==> src/design/sscr_params.svh <==
// Constants for the standstill current reducer
`ifndef SSCR_PARAMS_SVH
`define SSCR_PARAMS_SVH
// ==========================================
// Field widths
`define SSCR_CUR_W 8
`define SSCR_FALL_W 4
`define SSCR_DLY_W 6
// ==========================================
// Timing
`define SSCR_CLK_HZ 10000000
`define SSCR_FALL_UNIT_MS 1
`define SSCR_DLY_UNIT_MS 16
`define SSCR_MS_CYCLES (`SSCR_CLK_HZ / 1000)
`define SSCR_FALL_UNIT_CYC (`SSCR_FALL_UNIT_MS * `SSCR_MS_CYCLES)
`define SSCR_DLY_UNIT_CYC (`SSCR_DLY_UNIT_MS * `SSCR_MS_CYCLES)
// ==========================================
// Reset values and special codes
`define SSCR_FALL_RST 4'h1
`define SSCR_DLY_RST 6'h01
`define SSCR_FALL_ZERO 4'h0
`define SSCR_DLY_RSVD 6'h00
`endif

==> src/design/sscr_pkg.sv <==
// Types for the standstill current reducer
`default_nettype none
`include "sscr_params.svh"
package sscr_pkg;
	typedef enum logic [1:0] {
		SSCR_RUN,
		SSCR_WAIT,
		SSCR_RAMP,
		SSCR_HOLD
	} sscr_state_t;

	typedef struct packed {
		logic standstill_saving_enable;
		logic [`SSCR_FALL_W-1:0] standstill_fall_step_time;
		logic [`SSCR_DLY_W-1:0] standstill_entry_delay;
		logic [`SSCR_CUR_W-1:0] run_current_level;
		logic [`SSCR_CUR_W-1:0] holding_current_level;
	} sscr_cfg_t;
endpackage
`default_nettype wire

==> src/design/sscr_sync.sv <==
// Two-stage synchroniser with rising-edge pulse
`default_nettype none
`include "sscr_params.svh"
module sscr_sync (
	// Clock and reset
	input wire logic clk_in,
	input wire logic reset_n_in,
	input wire logic clk_en_in,
	// Asynchronous level and results
	input wire logic async_in,
	output logic level_out,
	output logic rise_out
);
	logic meta_q;
	logic sync_q;
	logic last_q;

	always_ff @(posedge clk_in or negedge reset_n_in) begin
		if (!reset_n_in) begin
			meta_q <= 1'b0;
			sync_q <= 1'b0;
			last_q <= 1'b0;
		end else if (clk_en_in) begin
			meta_q <= async_in;
			sync_q <= meta_q;
			last_q <= sync_q;
		end
	end

	assign level_out = sync_q;
	assign rise_out = sync_q & ~last_q;
endmodule
`default_nettype wire

==> src/design/sscr_tick.sv <==
// Restartable prescaler giving a one-cycle tick every TICK_CYC cycles
`default_nettype none
`include "sscr_params.svh"
module sscr_tick #(
	parameter int TICK_CYC = `SSCR_MS_CYCLES
) (
	// Clock and reset
	input wire logic clk_in,
	input wire logic reset_n_in,
	input wire logic clk_en_in,
	// Restart and tick
	input wire logic restart_in,
	output logic tick_out
);
	localparam int CW = (TICK_CYC > 1) ? $clog2(TICK_CYC) : 1;
	logic [CW-1:0] cnt_q;

	initial begin
		if (TICK_CYC < 2) begin
			$error("sscr_tick: TICK_CYC must be at least 2");
		end
	end

	// Restart keeps the time base aligned to the last step
	always_ff @(posedge clk_in or negedge reset_n_in) begin
		if (!reset_n_in) begin
			cnt_q <= '0;
		end else if (clk_en_in) begin
			if (restart_in || cnt_q == CW'(TICK_CYC - 1)) begin
				cnt_q <= '0;
			end else begin
				cnt_q <= cnt_q + 1'b1;
			end
		end
	end

	assign tick_out = clk_en_in && !restart_in && cnt_q == CW'(TICK_CYC - 1);
endmodule
`default_nettype wire

==> src/design/sscr_core.sv <==
// Standstill current reducer: delay, ramp-down and holding of the current target
// Notes on behaviour
// - Standstill reduction only while enable is 1; otherwise target stays at run level.
// - Count entry delay after last step; reduce only when it expires quietly.
// - After delay, move target from run level toward holding level over fall period.
// - Lower code by one per fall-step interval; stop at holding level.
// - Raise standstill-active flag while in power-saving mode.
// - Step during delay, ramp or hold restores run level and clears flag at once.
// - Fall-step code 0 drops at once; code n gives n ms per current step.
// - Entry delay is code times 16 ms; code 0 is reserved.
// - Run level from torque current input, holding level from holding input.
`default_nettype none
`include "sscr_params.svh"
module sscr_core
	import sscr_pkg::*;
#(
	parameter int MS_CYC = `SSCR_MS_CYCLES,
	parameter int CUR_W = `SSCR_CUR_W
) (
	// Clock, enable and reset
	input wire logic clk_in,
	input wire logic clk_en_in,
	input wire logic reset_n_in,
	// Step pin from the motion controller
	input wire logic step_in,
	// Register fields written over the serial port
	input wire sscr_cfg_t cfg_in,
	// Results
	output logic [CUR_W-1:0] current_target_out,
	output logic standstill_active_flag_out
);
	// ==========================================
	// Elaboration checks
	initial begin
		if (CUR_W != `SSCR_CUR_W) begin
			$error("sscr_core: CUR_W must match the configuration struct");
		end
		if (MS_CYC < 2) begin
			$error("sscr_core: MS_CYC must be at least 2");
		end
	end

	// ==========================================
	// Step pin synchronisation
	logic step_rise;

	sscr_sync u_sync (
		.clk_in(clk_in),
		.reset_n_in(reset_n_in),
		.clk_en_in(clk_en_in),
		.async_in(step_in),
		.level_out(),
		.rise_out(step_rise)
	);

	// ==========================================
	// Millisecond time base, realigned on each step
	logic ms_tick;

	sscr_tick #(
		.TICK_CYC(MS_CYC)
	) u_tick (
		.clk_in(clk_in),
		.reset_n_in(reset_n_in),
		.clk_en_in(clk_en_in),
		.restart_in(step_rise),
		.tick_out(ms_tick)
	);

	// ==========================================
	// Register field latch from the ports
	logic enable_q;
	logic [`SSCR_FALL_W-1:0] fall_q;
	logic [`SSCR_DLY_W-1:0] dly_q;
	logic [CUR_W-1:0] run_q;
	logic [CUR_W-1:0] hold_q;

	always_ff @(posedge clk_in or negedge reset_n_in) begin
		if (!reset_n_in) begin
			enable_q <= 1'b0;
			fall_q <= `SSCR_FALL_RST;
			dly_q <= `SSCR_DLY_RST;
			run_q <= '0;
			hold_q <= '0;
		end else if (clk_en_in) begin
			enable_q <= cfg_in.standstill_saving_enable;
			fall_q <= cfg_in.standstill_fall_step_time;
			dly_q <= cfg_in.standstill_entry_delay;
			run_q <= cfg_in.run_current_level;
			hold_q <= cfg_in.holding_current_level;
		end
	end

	// ==========================================
	// Decoding helpers
	// Reserved delay code 0 is treated as code 1 so the mode never fires early
	function automatic logic [`SSCR_DLY_W+4-1:0] dly_ms(input logic [`SSCR_DLY_W-1:0] code);
		logic [`SSCR_DLY_W-1:0] c;
		c = (code == `SSCR_DLY_RSVD) ? `SSCR_DLY_RST : code;
		return {c, 4'h0};
	endfunction

	// ==========================================
	// State machine
	sscr_state_t state_q;
	logic [`SSCR_DLY_W+4-1:0] ms_cnt_q;
	logic [CUR_W-1:0] target_q;
	logic abort;

	assign abort = step_rise || !enable_q;

	always_ff @(posedge clk_in or negedge reset_n_in) begin
		if (!reset_n_in) begin
			state_q <= SSCR_RUN;
			ms_cnt_q <= '0;
		end else if (clk_en_in) begin
			unique case (state_q)
				SSCR_RUN: begin
					ms_cnt_q <= '0;
					if (enable_q && !step_rise) begin
						state_q <= SSCR_WAIT;
					end
				end
				SSCR_WAIT: begin
					if (abort) begin
						state_q <= SSCR_RUN;
						ms_cnt_q <= '0;
					end else if (ms_tick) begin
						if (ms_cnt_q + 1'b1 >= dly_ms(dly_q)) begin
							state_q <= SSCR_RAMP;
							ms_cnt_q <= '0;
						end else begin
							ms_cnt_q <= ms_cnt_q + 1'b1;
						end
					end
				end
				SSCR_RAMP: begin
					if (abort) begin
						state_q <= SSCR_RUN;
						ms_cnt_q <= '0;
					end else if (target_q <= hold_q) begin
						state_q <= SSCR_HOLD;
					end else if (fall_q == `SSCR_FALL_ZERO) begin
						state_q <= SSCR_HOLD;
					end else if (ms_tick) begin
						if (ms_cnt_q + 1'b1 >= {6'h00, fall_q}) begin
							ms_cnt_q <= '0;
						end else begin
							ms_cnt_q <= ms_cnt_q + 1'b1;
						end
					end
				end
				SSCR_HOLD: begin
					if (abort) begin
						state_q <= SSCR_RUN;
						ms_cnt_q <= '0;
					end
				end
			endcase
		end
	end

	// Step tick of the ramp, shared by the target update
	logic ramp_step;
	assign ramp_step = state_q == SSCR_RAMP && !abort && ms_tick && fall_q != `SSCR_FALL_ZERO
		&& ms_cnt_q + 1'b1 >= {6'h00, fall_q};

	// ==========================================
	// Current target
	always_ff @(posedge clk_in or negedge reset_n_in) begin
		if (!reset_n_in) begin
			target_q <= '0;
		end else if (clk_en_in) begin
			if (state_q == SSCR_RUN || state_q == SSCR_WAIT || abort) begin
				target_q <= run_q;
			end else if (state_q == SSCR_RAMP) begin
				if (target_q <= hold_q || fall_q == `SSCR_FALL_ZERO) begin
					target_q <= hold_q;
				end else if (ramp_step) begin
					target_q <= target_q - 1'b1;
				end
			end
		end
	end

	// ==========================================
	// Status flag: set for ramp and hold
	logic flag_q;
	always_ff @(posedge clk_in or negedge reset_n_in) begin
		if (!reset_n_in) begin
			flag_q <= 1'b0;
		end else if (clk_en_in) begin
			flag_q <= !abort && (state_q == SSCR_RAMP || state_q == SSCR_HOLD
				|| (state_q == SSCR_WAIT && ms_tick
				&& ms_cnt_q + 1'b1 >= dly_ms(dly_q)));
		end
	end

	assign current_target_out = target_q;
	assign standstill_active_flag_out = flag_q;
endmodule
`default_nettype wire

==> config.mk <==
export PLATFORM = sky130hd
export DESIGN_NAME = sscr_core
export DESIGN_NICKNAME = d
export VERILOG_FILES = /design/src/design/sscr_pkg.sv /design/src/design/sscr_sync.sv /design/src/design/sscr_tick.sv /design/src/design/sscr_core.sv
export VERILOG_INCLUDE_DIRS = /design/src /design/src/design
export SDC_FILE = /design/constraint.sdc
export NUM_CORES = 1
export LEC_CHECK = 0
export ABC_CLOCK_PERIOD_IN_PS = 4300
export BUFFER_PORTS_ARGS = -buffer_cell sky130_fd_sc_hd__buf_2
export CORE_ASPECT_RATIO = 0.75
export CORE_UTILIZATION = 66
export CTS_BUF_LIST = sky130_fd_sc_hd__clkbuf_2 sky130_fd_sc_hd__clkbuf_4 sky130_fd_sc_hd__clkbuf_8
export CTS_CLUSTER_DIAMETER = 50
export DETAILED_ROUTE_END_ITERATION = 8
export GPL_TIMING_DRIVEN = 1
export PLACE_DENSITY = 0.87
export SLEW_MARGIN = 10
export SYNTH_ARGS = -nofsm -noshare
export SYNTH_HDL_FRONTEND = slang
export SYNTH_SLANG_ARGS = --single-unit
==> constraint.sdc <==
create_clock -name clk_in -period 4.3 [get_ports clk_in]
set_input_delay 0.86 -clock clk_in [delete_from_list [all_inputs] [get_ports clk_in]]
set_output_delay 0.86 -clock clk_in [all_outputs]
set_load 0.02 [all_outputs]
# [Word level (Yosys, flattened, before mapping)]
# Cells that the tools add are included.
[word_totals] out_inout_bits=9 register_bits=65 input_bits=31 elab_cells=87
[op_classes] bitwise=2 eq_ne=12 order_cmp=3 addsub=3 n_reduce_logical=29 muxes=25
[op_table] operator="$mux 10" n=9
[op_table] operator="$pmux 10 s4" n=1
[op_table] operator="$mux 8" n=4
[op_table] operator="$mux 2" n=8
[op_table] operator="$ne 3x3->1 const B" n=5
[op_table] operator="$add 14x1->14 const B" n=1
[op_table] operator="$eq 14x14->1 const B" n=1
[op_table] operator="$mux 14" n=1
[op_table] operator="$reduce_and 6->1" n=2
[op_table] operator="$add 10x1->10 const B" n=1
[op_table] operator="$ge 10x10->1" n=1
[op_table] operator="$ge 10x4->1" n=1
[op_table] operator="$logic_and 1x1->1" n=10
[op_table] operator="$le 8x8->1" n=1
[op_table] operator="$pmux 2 s4" n=1
[op_table] operator="$sub 8x1->8 const B" n=1
[op_table] operator="$logic_or 1x1->1" n=7
[op_table] operator="$logic_not 6->1" n=1
[op_table] operator="$mux 6" n=1
[op_table] operator="$eq 2x2->1 const B" n=2
[op_table] operator="$logic_not 4->1" n=1
[op_table] operator="$ne 2x2->1 const B" n=2
[op_table] operator="$ne 4x4->1 const B" n=1
[op_table] operator="$reduce_bool 4->1" n=1
[op_table] operator="other kinds (8)" n=10

# [Depth between registers and ports, before layout]
# Gate-level depths: netlist of the first run.
[depth] depth_word=12 depth_mapped=12 depth_no_buf=12

# [By module]
# From an unflattened synthesis of the first run, not the netlist that was laid out.
[hier_totals] hier_cells=408 area_unflattened_um2=4050.1
[by_module_without_submodules] mod="sscr_core" seq_area_each_um2=1203.7 area_each_um2=3089.2 cells_per_inst=318 n_inst=1
[by_module_without_submodules] mod="sscr_tick" seq_area_each_um2=350.3 area_each_um2=845.8 cells_per_inst=83 n_inst=1
[by_module_without_submodules] mod="sscr_sync" seq_area_each_um2=75.1 area_each_um2=115.1 cells_per_inst=7 n_inst=1

# [Worst setup path after synthesis of the first run]
# Ideal clock, no wire load.
[synth_path] kind="register to register" start="reg ms_cnt_q[0]" end="reg target_q[0], in the netlist current_target_out[0]" stages_incl_launch_ff=10 setup_ps=125 required_time_ps=4175 slack_ps=1591 period_less_slack_ps=2709 arrival_ps=2585 n_path_buf=0 cell_sequence="dfrtp_1 ha_1 xor2_1 ha_1 a21o_1 a21oi_1 nand3_1 or3b_4 a2bb2oi_4 mux2_2"
[synth_between] elab_chain_len=5
[synth_rtl] item="start, declared" line_no="sscr_core.sv:106" source="logic [`SSCR_DLY_W+4-1:0] ms_cnt_q;"
[synth_rtl] item="start signal, assigned" line_no="sscr_core.sv:133" source="ms_cnt_q <= ms_cnt_q + 1'b1;"
[synth_rtl] item="start signal, assigned" line_no="sscr_core.sv:149" source="ms_cnt_q <= ms_cnt_q + 1'b1;"
[synth_rtl] item="$add 10x1->10" line_no="sscr_core.sv:166" source="&& ms_cnt_q + 1'b1 >= {6'h00, fall_q};"
[synth_rtl] item="$ge 10x4->1" line_no="sscr_core.sv:166"
[synth_rtl] item="$logic_and 1x1->1" line_no="sscr_core.sv:165" source="assign ramp_step = state_q == SSCR_RAMP && !abort && ms_tick && fall_q != `SSCR_FALL_ZERO"
[synth_rtl] item="$reduce_bool 3->1 (no line)"
[synth_rtl] item="$reduce_and 3->1 (no line)"
[synth_rtl] item="end signal, assigned" line_no="sscr_core.sv:175" source="target_q <= run_q;"
[synth_rtl] item="end signal, assigned" line_no="sscr_core.sv:178" source="target_q <= hold_q;"
[synth_rtl] item="end signal, assigned" line_no="sscr_core.sv:180" source="target_q <= target_q - 1'b1;"
[synth_rtl] item="end, declared" line_no="sscr_core.sv:107" source="logic [CUR_W-1:0] target_q;"
# No other way between the ends.
# A chain may end at the register's enable or synchronous reset.

# [Worst setup path after layout of the first run]
[layout_path] start="reg ms_cnt_q[0]" end="reg ms_cnt_q[5]"
[layout_between] elab_chain_len=8 word_cells_on_any_way=12 cone_classes="1 x add/sub; 2 x order compare; 9 x mux"
[layout_rtl] item="$add 10x1->10 *"
[layout_rtl] item="$ge 10x4->1" line_no="sscr_core.sv:146" source="if (ms_cnt_q + 1'b1 >= {6'h00, fall_q}) begin"
[layout_rtl] item="$mux 10" line_no="sscr_core.sv:146"
[layout_rtl] item="$mux 10" line_no="sscr_core.sv:145" source="end else if (ms_tick) begin"
[layout_rtl] item="$mux 10" line_no="sscr_core.sv:143" source="end else if (fall_q == `SSCR_FALL_ZERO) begin"
[layout_rtl] item="$mux 10" line_no="sscr_core.sv:141" source="end else if (target_q <= hold_q) begin"
[layout_rtl] item="$mux 10" line_no="sscr_core.sv:138" source="if (abort) begin"
[layout_rtl] item="$pmux 10 s4 *" line_no="sscr_core.sv:117" source="unique case (state_q)"
# Every way passes the cells marked *; elsewhere a longest branch is shown, timed or not. The select of a mux whose other input is x is not followed.

==> impl_metrics.yaml, run 1 <==
run_status:
  status: "completed"
clock_tree:
  numCtsBuffers: 9
  cts_tree: "done"
  clk-insertion-delay-late_ns: 0.36
  postCtsSetupRepairBufs: 0
  cts-root-buf: "clkbuf_8"
  clock-sinks: 65
  clock_path_buffers: 2
  holdBufCountCts: 0
  path_clk_slew_ns: 0.07
  cts_resized: 0
  htree_levels: 3
cells_and_area:
  antenna_cells: 0
  syn_to_final_growth_pct: 10.24
  finalCoreUtilization_pct: 78.35
  num-nets-final: 501
  drive_gt1_share_pct: 21.83
floorplanning:
  dieArea_mm2: 0.006297
  initial_core_util_pct: 71.07
  core-area_mm2: 0.005554
  die_w_um: 91.30
  num_rows: 23
  die_y_um: 68.98
  ios: 40
timing:
  fin_skew_ns: 0.01748
  setup_tns_ns: 0
  rsz0062_at_grt: "false"
  drv_slew: 0
  max_slew_margin_pct: 39.63
  hold_viol: 0
  max_freq_ghz: 0.3077
  fin_crit_sh_pct: 75.58
  finalSetupViolCount: 0
  worst_slew_pin_slew_ns: 0.9056
  min_period_ns: 3.250
  finalWorstSetupSlack_ns: 1.050
power:
  cellPowerDensity_mw_per_mm2: 489.8
  p_total_mw: 2.132
  irDropWorstVdd_mv: 0.3578
  leakagePower_nw: 2.094
global_routing:
  grt_pass1_vias: 3248
  grt_overflow: 0
  grt_pass1_wl_mm: 15.31
  grt_usage_pct: 32.43
  antenna_found_initial: 0
  grt_start_max_net_pins: 58
worst_setup_path:
  cp_top_family: "simple AND/OR/NAND/NOR gates"
  required_ns: 4.55
  critPathMaxFanout: 9
  crit_type: "reg2reg"
  path_buf_inv: 2
  slowest_delay_ns: 0.51
  crit_chain: "ha_1 > inv_1 > or3_1 > and2_1 > inv_1 > ha_1 > a41oi_1 > o22ai_1 > nor3_1 > nor2_2 > o31ai_1"
  endpoint_kind: "flip-flop"
  cp.arrival_ns: 3.50
  slowest_stage: "dfrtp_1"
  cp-start-kind: "flip-flop"
logic_synthesis:
  yosysTopAreaCellShare_pct: 39.94
  synth-edff-count: 0
  synth_area_mm2: 0.003948
  syn_nets: 462
  avgSynthCellArea_um2: 9.747
  synth-seq-cells: 65
  synth_flop_cell: "dfrtp_1"
  synth.area.top_cells: "dfrtp_1, ha_1, mux2_2, o21ai_0, nand2_1"
  netlist-cell-type-count: 64
  async_reset_ff_share_pct: 100.0
  yosysWarnings: 0
  synth_area_leader_cell: "dfrtp_1"
  syn_inst: 405
  yosysSeqAreaShare_pct: 41.27
detailed_routing:
  drc: 0
  drt_iter0_drc: 250
  routed_wl_mm: 9.093
  dr.pass1.iters: 7
  vias_per_cell: 6.332
  wl_per_cell_um: 17.35
  ant_nets: 0
  vias: 3318
hold_path:
  hold_class: "reg2reg"
place:
  port_buffers: 39
  gp_congestion: 0.9212
  place_hpwl_mm: 6.531
  post-place-ws_ns: 1.090
job:
  max_cap_viol_count: 0
[worst reg2reg max path, stage by stage (launching register included)]
cell and delay [ns]:
dfrtp_1 0.51, ha_1 0.36, inv_1 0.12, or3_1 0.37, and2_1 0.18, inv_1 0.06
ha_1 0.22, a41oi_1 0.29, o22ai_1 0.17, nor3_1 0.45, nor2_2 0.19, o31ai_1 0.25
[metrics by stage]
step                      cell area, um2  cells  hold slack (ns)
final                               4352    524           0.5255
after global routing                4352    524           0.5386
after CTS                           4352    524           0.5211
after detailed placement            4173    508           0.4886
after global placement              4173    508           0.4812
after floorplan                     3948    405           0.4715
[final timing paths]
path / startpoint / to / slack (ns) / cells after the start
max: ms_cnt_q[0] / ms_cnt_q[5] / 1.05 / 11
min in group asynchronous: reset_n_in / hold_q[6] / 0.60 / 1
min: u_sync.last_q / u_sync.last_q / 0.53 / 1
min reg2reg: u_sync.last_q / u_sync.last_q / 0.53 / 1
max in group asynchronous: reset_n_in / dly_q[0] / 2.79 / 2
max reg2reg: ms_cnt_q[0] / ms_cnt_q[5] / 1.05 / 11
[sequential cells by signal, summed over array words and instances (netlist names)]
signal	flops
u_tick.cnt_q	14
fall_q	4
standstill_active_flag_out	1
enable_q	1
u_sync.level_out	1
state_q	2
u_sync.meta_q	1
run_q	8
u_sync.last_q	1
ms_cnt_q	10
hold_q	8
current_target_out	8
dly_q	6
[kinds of logic (layout without fill, tap and decap cells)]
kind of cell	after synthesis	in the layout	share of synthesized area (%)
AND/OR/NAND/NOR	135	135	18.38
AO/OA/AOI/OAI	90	90	15.78
flip-flops	65	65	41.27
buffers and inverters	44	88	4.944
adder cells (fa/ha/maj)	26	26	8.241
multiplexers	23	23	6.498
XOR/XNOR	22	22	4.881
[cells in the final DEF, fill, tap and decap left out, types with 3 or more instances in the layout]
cell type  count
xor2_1        12
o21ai_1        3
mux2_2        21
nand2_1       32
inv_1         31
a31oi_1        3
clkbuf_8      10
and2_1         5
xnor2_1       10
a21o_1         3
and3_1         6
and4_1         3
o21ai_0       30
ha_1          26
nand3_1       22
a21oi_1       10
nor2_1        19
o2bb2ai_1      7
dfrtp_1       63
or3_1          3
nor4_1         4
o31ai_1       10
or2_2          3
buf_2         39
nor3_1        12
nand4_1       11
clkbuf_4       3
nor2b_1        3
[cell type report]
class                      instances  area [um2]
clock buffer                      13       160.2
clock inverter                     3       18.77
fill                             359        1202
inverter                          31       116.4
multi-input combinational        296        2123
sequential                        65        1629
tap                               75       93.84
timing repair buffer              41       210.2
[power by group]
| part | leakage [nW] | internal, mW | switching (mW) | total (mW) |
|---|---|---|---|---|
| clock network | 0.0976 | 0.243 | 0.232 | 0.475 |
| logic | 1.18 | 0.327 | 0.494 | 0.821 |
| registers | 0.820 | 0.710 | 0.126 | 0.836 |
[cell usage after synthesis (all sizes together), types with 7 or more instances]
master	n
dfrtp	63
o21ai	34
nand2	33
inv	31
ha	26
nand3	22
mux2	21
nor2	20
nand4	12
nor3	12
xor2	12
a21oi	10
o31ai	10
xnor2	10
o2bb2ai	7
[metal layers]
layer	track usage, %	share of wire [%]	vias to the layer above
met3	9.539	7.6	21
li1	-	-	1550
met2	52.65	46	142
met5	0	0	-
met1	42.25	45	1605
met4	11.31	1.7	0
Power figures use the tool's default switching activity.
==> run 2: changes to the inputs <==
--- a/config.mk
+++ b/config.mk
@@ -6,15 +6,16 @@
 export SDC_FILE = /design/constraint.sdc
 export NUM_CORES = 1
 export LEC_CHECK = 0
-export ABC_CLOCK_PERIOD_IN_PS = 4300
+export ABC_AREA = 1
+export ABC_CLOCK_PERIOD_IN_PS = 3100
 export BUFFER_PORTS_ARGS = -buffer_cell sky130_fd_sc_hd__buf_2
 export CORE_ASPECT_RATIO = 0.75
-export CORE_UTILIZATION = 66
+export CORE_UTILIZATION = 62
 export CTS_BUF_LIST = sky130_fd_sc_hd__clkbuf_2 sky130_fd_sc_hd__clkbuf_4 sky130_fd_sc_hd__clkbuf_8
 export CTS_CLUSTER_DIAMETER = 50
 export DETAILED_ROUTE_END_ITERATION = 8
 export GPL_TIMING_DRIVEN = 1
-export PLACE_DENSITY = 0.87
+export PLACE_DENSITY = 0.82
 export SLEW_MARGIN = 10
 export SYNTH_ARGS = -nofsm -noshare
 export SYNTH_HDL_FRONTEND = slang
==> constraint.sdc (replaced) <==
create_clock -name clk_in -period 3.1 [get_ports clk_in]
set_input_delay 0.62 -clock clk_in [delete_from_list [all_inputs] [get_ports clk_in]]
set_output_delay 0.62 -clock clk_in [all_outputs]
set_load 0.02 [all_outputs]
==> impl_metrics.yaml, run 2 <==
logic_synthesis:
  yosysTopAreaCellShare_pct: 38.84
  synth_flop_cell: "dfrtp_1"
  synth.area.top_cells: "dfrtp_1, nand2_1, ha_1, inv_1, nand3_1"
  netlist-cell-type-count: 40
  synth.most_common_cell: "nand2_1"
  synth-edff-count: 0
  async_reset_ff_share_pct: 100.0
  yosysSeqAreaShare_pct: 40.14
  synth_area_mm2: 0.004059
  syn_nets: 603
  syn_inst: 546
  avgSynthCellArea_um2: 7.434
  yosys-top-cells-count: "nand2_1, inv_1, dfrtp_1"
  yosysWarnings: 0
  synth_area_leader_cell: "dfrtp_1"
  synth-seq-cells: 65
clock_tree:
  path_clk_slew_ns: 0.07
  cts_resized: 0
  clock_path_buffers: 2
  holdBufCountCts: 0
  htree_levels: 3
  numCtsBuffers: 9
  cts_tree: "done"
  clock-sinks: 65
  cts-root-buf: "clkbuf_8"
  clk-insertion-delay-late_ns: 0.35
  postCtsSetupRepairBufs: 0
detailed_routing:
  drt_iter0_drc: 287
  vias: 3644
  dr.pass1.iters: 5
  vias_per_cell: 5.407
  ant_nets: 0
  routed_wl_mm: 9.054
  wl_per_cell_um: 13.43
  drc: 0
job:
  max_cap_viol_count: 0
worst_setup_path:
  crit_type: "reg2reg"
  cpMostUsedCell: "nand2_1"
  cp.arrival_ns: 2.90
  critPathMaxFanout: 10
  slowest_stage: "dfrtp_1"
  crit_chain: "ha_1 > nand3_1 > clkinv_1 > nand2_1 > nand2_1 > nand2_1 > inv_1 > ha_1 > nand2_1 > nor2_1 > o21ai_0 > nand2_1 > a31oi_1 > nand3_1 > o21ai_4 > nand3_1 > nand2_1"
  path_buf_inv: 2
  cp_top_family: "simple AND/OR/NAND/NOR gates"
  required_ns: 3.39
  slowest_delay_ns: 0.47
  endpoint_kind: "flip-flop"
  cp-start-kind: "flip-flop"
floorplanning:
  die_y_um: 72.07
  dieArea_mm2: 0.006878
  initial_core_util_pct: 64.24
  die_w_um: 95.43
  ios: 40
  num_rows: 25
  core-area_mm2: 0.006319
place:
  gp_congestion: 0.9026
  place_hpwl_mm: 6.595
  port_buffers: 39
timing:
  fin_skew_ns: 0.008369
  worst_slew_pin_slew_ns: 0.6459
  min_period_ns: 2.603
  setup_tns_ns: 0
  hold_viol: 0
  rsz0062_at_grt: "false"
  max_slew_margin_pct: 56.94
  max_freq_ghz: 0.3842
  finalSetupViolCount: 0
  drv_slew: 0
  fin_crit_sh_pct: 83.97
  whs_ns: 0.2654
global_routing:
  grt_pass1_wl_mm: 15.05
  grt_overflow: 0
  grt_usage_pct: 28.40
  antenna_found_initial: 0
  grt_pass1_vias: 3283
  grt_start_max_net_pins: 66
hold_path:
  hold_class: "in2async"
power:
  irDropWorstVdd_mv: 0.4030
  cellPowerDensity_mw_per_mm2: 648.7
  leakagePower_nw: 2.422
cells_and_area:
  largestRegisters: "u_tick.cnt_q x14, ms_cnt_q x10"
  antenna_cells: 0
  layout_common_cells: "nand2_1, inv_1, dfrtp_1"
  mostFrequentLayoutCell: "nand2_1"
  drive_gt1_share_pct: 14.50
  num-nets-final: 645
  top_register: "u_tick.cnt_q"
  syn_to_final_growth_pct: 11.00
  largest_reg_flops: 14
run_status:
  status: "completed"
## run 2: metal layers
layer  vias up  global-route usage, %  routed length (um)
met5         -                      0                   0
met2       145                  42.78                3919
met1      1661                  41.45                4302
li1       1827                      -                   -
met3        11                  7.338                 732
met4         0                  6.136                  99
## run 2: kinds of logic after synthesis
group	count (synthesis)	synth area share, %
DFF	65	40.14
AOI/OAI and AO/OA	54	7.707
and+or+nand+nor	314	34.86
xor gates and xnor gates	6	1.295
adders and majority gates	26	8.015
buffers and inverters	81	7.984
## run 2: cell type report
| class | count | area [um2] |
|---|---|---|
| repair buffers | 42 | 230.2 |
| flip-flops and latches | 65 | 1629 |
| inverters | 70 | 262.8 |
| clock inverters | 6 | 45.04 |
| multi-input cells | 400 | 2106 |
| fillers | 527 | 1813 |
| clock buffers | 10 | 131.4 |
| well taps | 81 | 101.3 |
## run 2: final timing paths
path	startpoint	endpoint	slack, ns	cells after the start
min reg2reg	run_q[5]	run_q[5]	0.48	2
max in group asynchronous	reset_n_in	fall_q[0]	2.52	2
min	reset_n_in	ms_cnt_q[5]	0.27	2
min in group clk_in	cfg_in[9]	run_q[1]	0.46	3
max	ms_cnt_q[0]	ms_cnt_q[8]	0.50	17
max reg2reg	ms_cnt_q[0]	ms_cnt_q[8]	0.50	17
## run 2: where the power goes
part           internal (mW)  total [mW]  switching [mW]  leakage [nW]
sequential             0.975        1.15           0.170         0.830
clock                  0.299       0.648           0.348        0.0819
combinational          0.403        1.13           0.727          1.51
total                   1.68        2.92            1.25          2.42
## run 2: per-stage QoR
stage	worst slack, ns	instances	util, %	total power, mW	area, um2
floorplan	0.8327	546	-	1.950	4059
global placement	0.6633	658	68.51	2.206	4329
detailed placement	0.5489	658	68.51	2.266	4329
CTS	0.5149	674	71.31	2.923	4506
global route	0.2632	674	71.31	3.128	4506
finish	0.4970	674	71.31	2.923	4506
==> run 3: changes to the inputs <==
--- a/config.mk
+++ b/config.mk
@@ -7,15 +7,15 @@
 export NUM_CORES = 1
 export LEC_CHECK = 0
 export ABC_AREA = 1
-export ABC_CLOCK_PERIOD_IN_PS = 3100
+export ABC_CLOCK_PERIOD_IN_PS = 2300
 export BUFFER_PORTS_ARGS = -buffer_cell sky130_fd_sc_hd__buf_2
 export CORE_ASPECT_RATIO = 0.75
-export CORE_UTILIZATION = 62
+export CORE_UTILIZATION = 56
 export CTS_BUF_LIST = sky130_fd_sc_hd__clkbuf_2 sky130_fd_sc_hd__clkbuf_4 sky130_fd_sc_hd__clkbuf_8
 export CTS_CLUSTER_DIAMETER = 50
 export DETAILED_ROUTE_END_ITERATION = 8
 export GPL_TIMING_DRIVEN = 1
-export PLACE_DENSITY = 0.82
+export PLACE_DENSITY = 0.78
 export SLEW_MARGIN = 10
 export SYNTH_ARGS = -nofsm -noshare
 export SYNTH_HDL_FRONTEND = slang
==> constraint.sdc (replaced) <==
create_clock -name clk_in -period 2.3 [get_ports clk_in]
set_input_delay 0.46 -clock clk_in [delete_from_list [all_inputs] [get_ports clk_in]]
set_output_delay 0.46 -clock clk_in [all_outputs]
set_load 0.02 [all_outputs]
==> impl_metrics.yaml, run 3 (same netlist as run 2, synthesis figures left out) <==
run_status:
  status: "complete, but fails checks"
  violations: "negative setup slack"
global_routing:
  grt_pass1_wl_mm: 15.95
  grt_start_max_net_pins: 66
  grt_usage_pct: 27.80
  antenna_found_initial: 0
  grt_overflow: 0
  grt_pass1_vias: 3337
floorplanning:
  core-area_mm2: 0.006897
  ios: 40
  die_w_um: 100.3
  initial_core_util_pct: 58.85
  dieArea_mm2: 0.007596
  num_rows: 26
  die_y_um: 75.73
worst_setup_path:
  critPathMaxFanout: 5
  cp.arrival_ns: 2.76
  crit_type: "reg2reg"
  endpoint_kind: "flip-flop"
  r2r-end: "ms_cnt_q[9]"
  cp-start-kind: "flip-flop"
  rrSetupSlack_ns: -0.18
  required_ns: 2.59
  r2r_cells: 17
  timing.rr.start: "ms_cnt_q[1]"
clock_tree:
  cts_tree: "done"
  cts-root-buf: "clkbuf_8"
  clock-sinks: 65
  numCtsBuffers: 9
  holdBufCountCts: 0
  path_clk_slew_ns: 0.08
  clk-insertion-delay-late_ns: 0.35
  clock_path_buffers: 2
  htree_levels: 3
power:
  irDropWorstVdd_mv: 0.6082
  p_clk_share_pct: 24.4
  power_frac_seq_pct: 33.9
  p_total_mw: 4.430
  leakagePower_nw: 2.652
  p_sw_share_pct: 40.91
  internal_power_mw: 2.617
  net-switching-power_mw: 1.812
  cellPowerDensity_mw_per_mm2: 864.5
  p_comb_share_pct: 41.7
cells_and_area:
  multi_input_area_mm2: 0.002381
  largest_reg_flops: 14
  top_register: "u_tick.cnt_q"
  largestRegisters: "u_tick.cnt_q x14, ms_cnt_q x10"
  finalCoreUtilization_pct: 74.29
  n_fill_cell: 514
  drive_gt1_share_pct: 27.03
  final_cells: 727
  antenna_cells: 0
  num-nets-final: 681
  mostFrequentLayoutCell: "nand2_1"
  layout_common_cells: "nand2_1, dfrtp_1, inv_1"
  register_area_mm2: 0.001632
  syn_to_final_growth_pct: 26.23
detailed_routing:
  wl_per_cell_um: 14.92
  routed_wl_mm: 10.85
  drt_iter0_drc: 271
  vias_per_cell: 5.410
  dr.pass1.iters: 6
  drc: 0
  vias: 3933
  ant_nets: 0
place:
  place_hpwl_mm: 6.865
  gp_congestion: 0.8594
  dp_cells: 692
  port_buffers: 39
timing:
  max_freq_ghz: 0.4036
  finalWorstSetupSlack_ns: -0.1777
  finalSetupViolCount: 21
  drv_slew: 0
  worst_slew_pin_slew_ns: 0.5336
  fin_crit_sh_pct: 107.7
  max_slew_margin_pct: 64.43
  fin_skew_ns: 0.009822
  min_period_ns: 2.478
  hold_viol: 0
  rsz0062_at_grt: "true"
job:
  max_cap_viol_count: 0
hold_path:
  hold_class: "in2async"
==> run 3: power groups by stage <==
stage / Clock [mW] / Combinational [mW] / Sequential, mW
2_1_floorplan: 0 / 1.06 / 1.57
3_3_place_gp: 0 / 1.59 / 1.49
3_5_place_dp: 0 / 1.65 / 1.50
4_1_cts: 1.10 / 1.75 / 1.49
5_1_grt: 1.14 / 2.05 / 1.52
6_report: 1.08 / 1.85 / 1.50
==> run 3: worst max-delay path by stage <==
stage	start	endpoint	depth (start not counted)
after floorplan	ms_cnt_q[0]	ms_cnt_q[4]	17
after global placement	ms_cnt_q[0]	ms_cnt_q[4]	17
after detailed placement	ms_cnt_q[0]	ms_cnt_q[4]	17
after CTS	ms_cnt_q[0]	ms_cnt_q[9]	17
after global routing	ms_cnt_q[1]	ms_cnt_q[4]	17
final	ms_cnt_q[1]	ms_cnt_q[9]	17
==> run 3: what timing repair did <==
action / in CTS / in global routing
pin swaps: 24 / 27
cloned: 2 / 0
resized for setup: 33 / 29
setup buffers: 13 / 5
endpoints found under the setup margin: 13 / 21
==> run 3: through the flow <==
step                setup slack, ns  hold WS, ns  cell area [um2]  setup TNS [ns]
floorplan                   0.03266       0.1644             4059               0
global route                -0.3052       0.1477             5124          -4.821
global placement          -0.009804       0.4596             4478       -0.009804
CTS                        -0.02335       0.1253             4964        -0.07836
finish                      -0.1777       0.1157             5124          -2.752
detailed placement          -0.1096       0.4585             4478          -1.186
==> run 3: worst max-delay path, cell delays in order, from the launching register on <==
cell and delay [ns]:
dfrtp_1 0.41, buf_6 0.14, nand3_4 0.13, nor2_4 0.13, nand2_1 0.07, nand2_1 0.11, nand2_2 0.08, inv_2 0.08
ha_4 0.21, nand2_4 0.07, nor2_4 0.04, o21ai_1 0.09, nand2_1 0.11, a31oi_4 0.23, nand3_4 0.15, o21ai_4 0.16
nand3_1 0.12, nand2_1 0.08
==> run 3: layer usage <==
layer	GRT usage [%]	vias to the layer above	wire length, um
met5	0	-	0
met4	7.407	0	278
met3	5.596	30	839
met2	44.90	183	4969
met1	38.67	1813	4759
li1	-	1907	-
==> run 3: area by class of cell <==
type | count | share of cell area (%)
flip-flops and latches | 65 | 31.84
well taps | 98 | 2.393
inverters | 70 | 5.153
repair buffers | 76 | 9.866
multi-input cells | 402 | 46.47
clock inverters | 7 | 1.856
clock buffers | 9 | 2.418
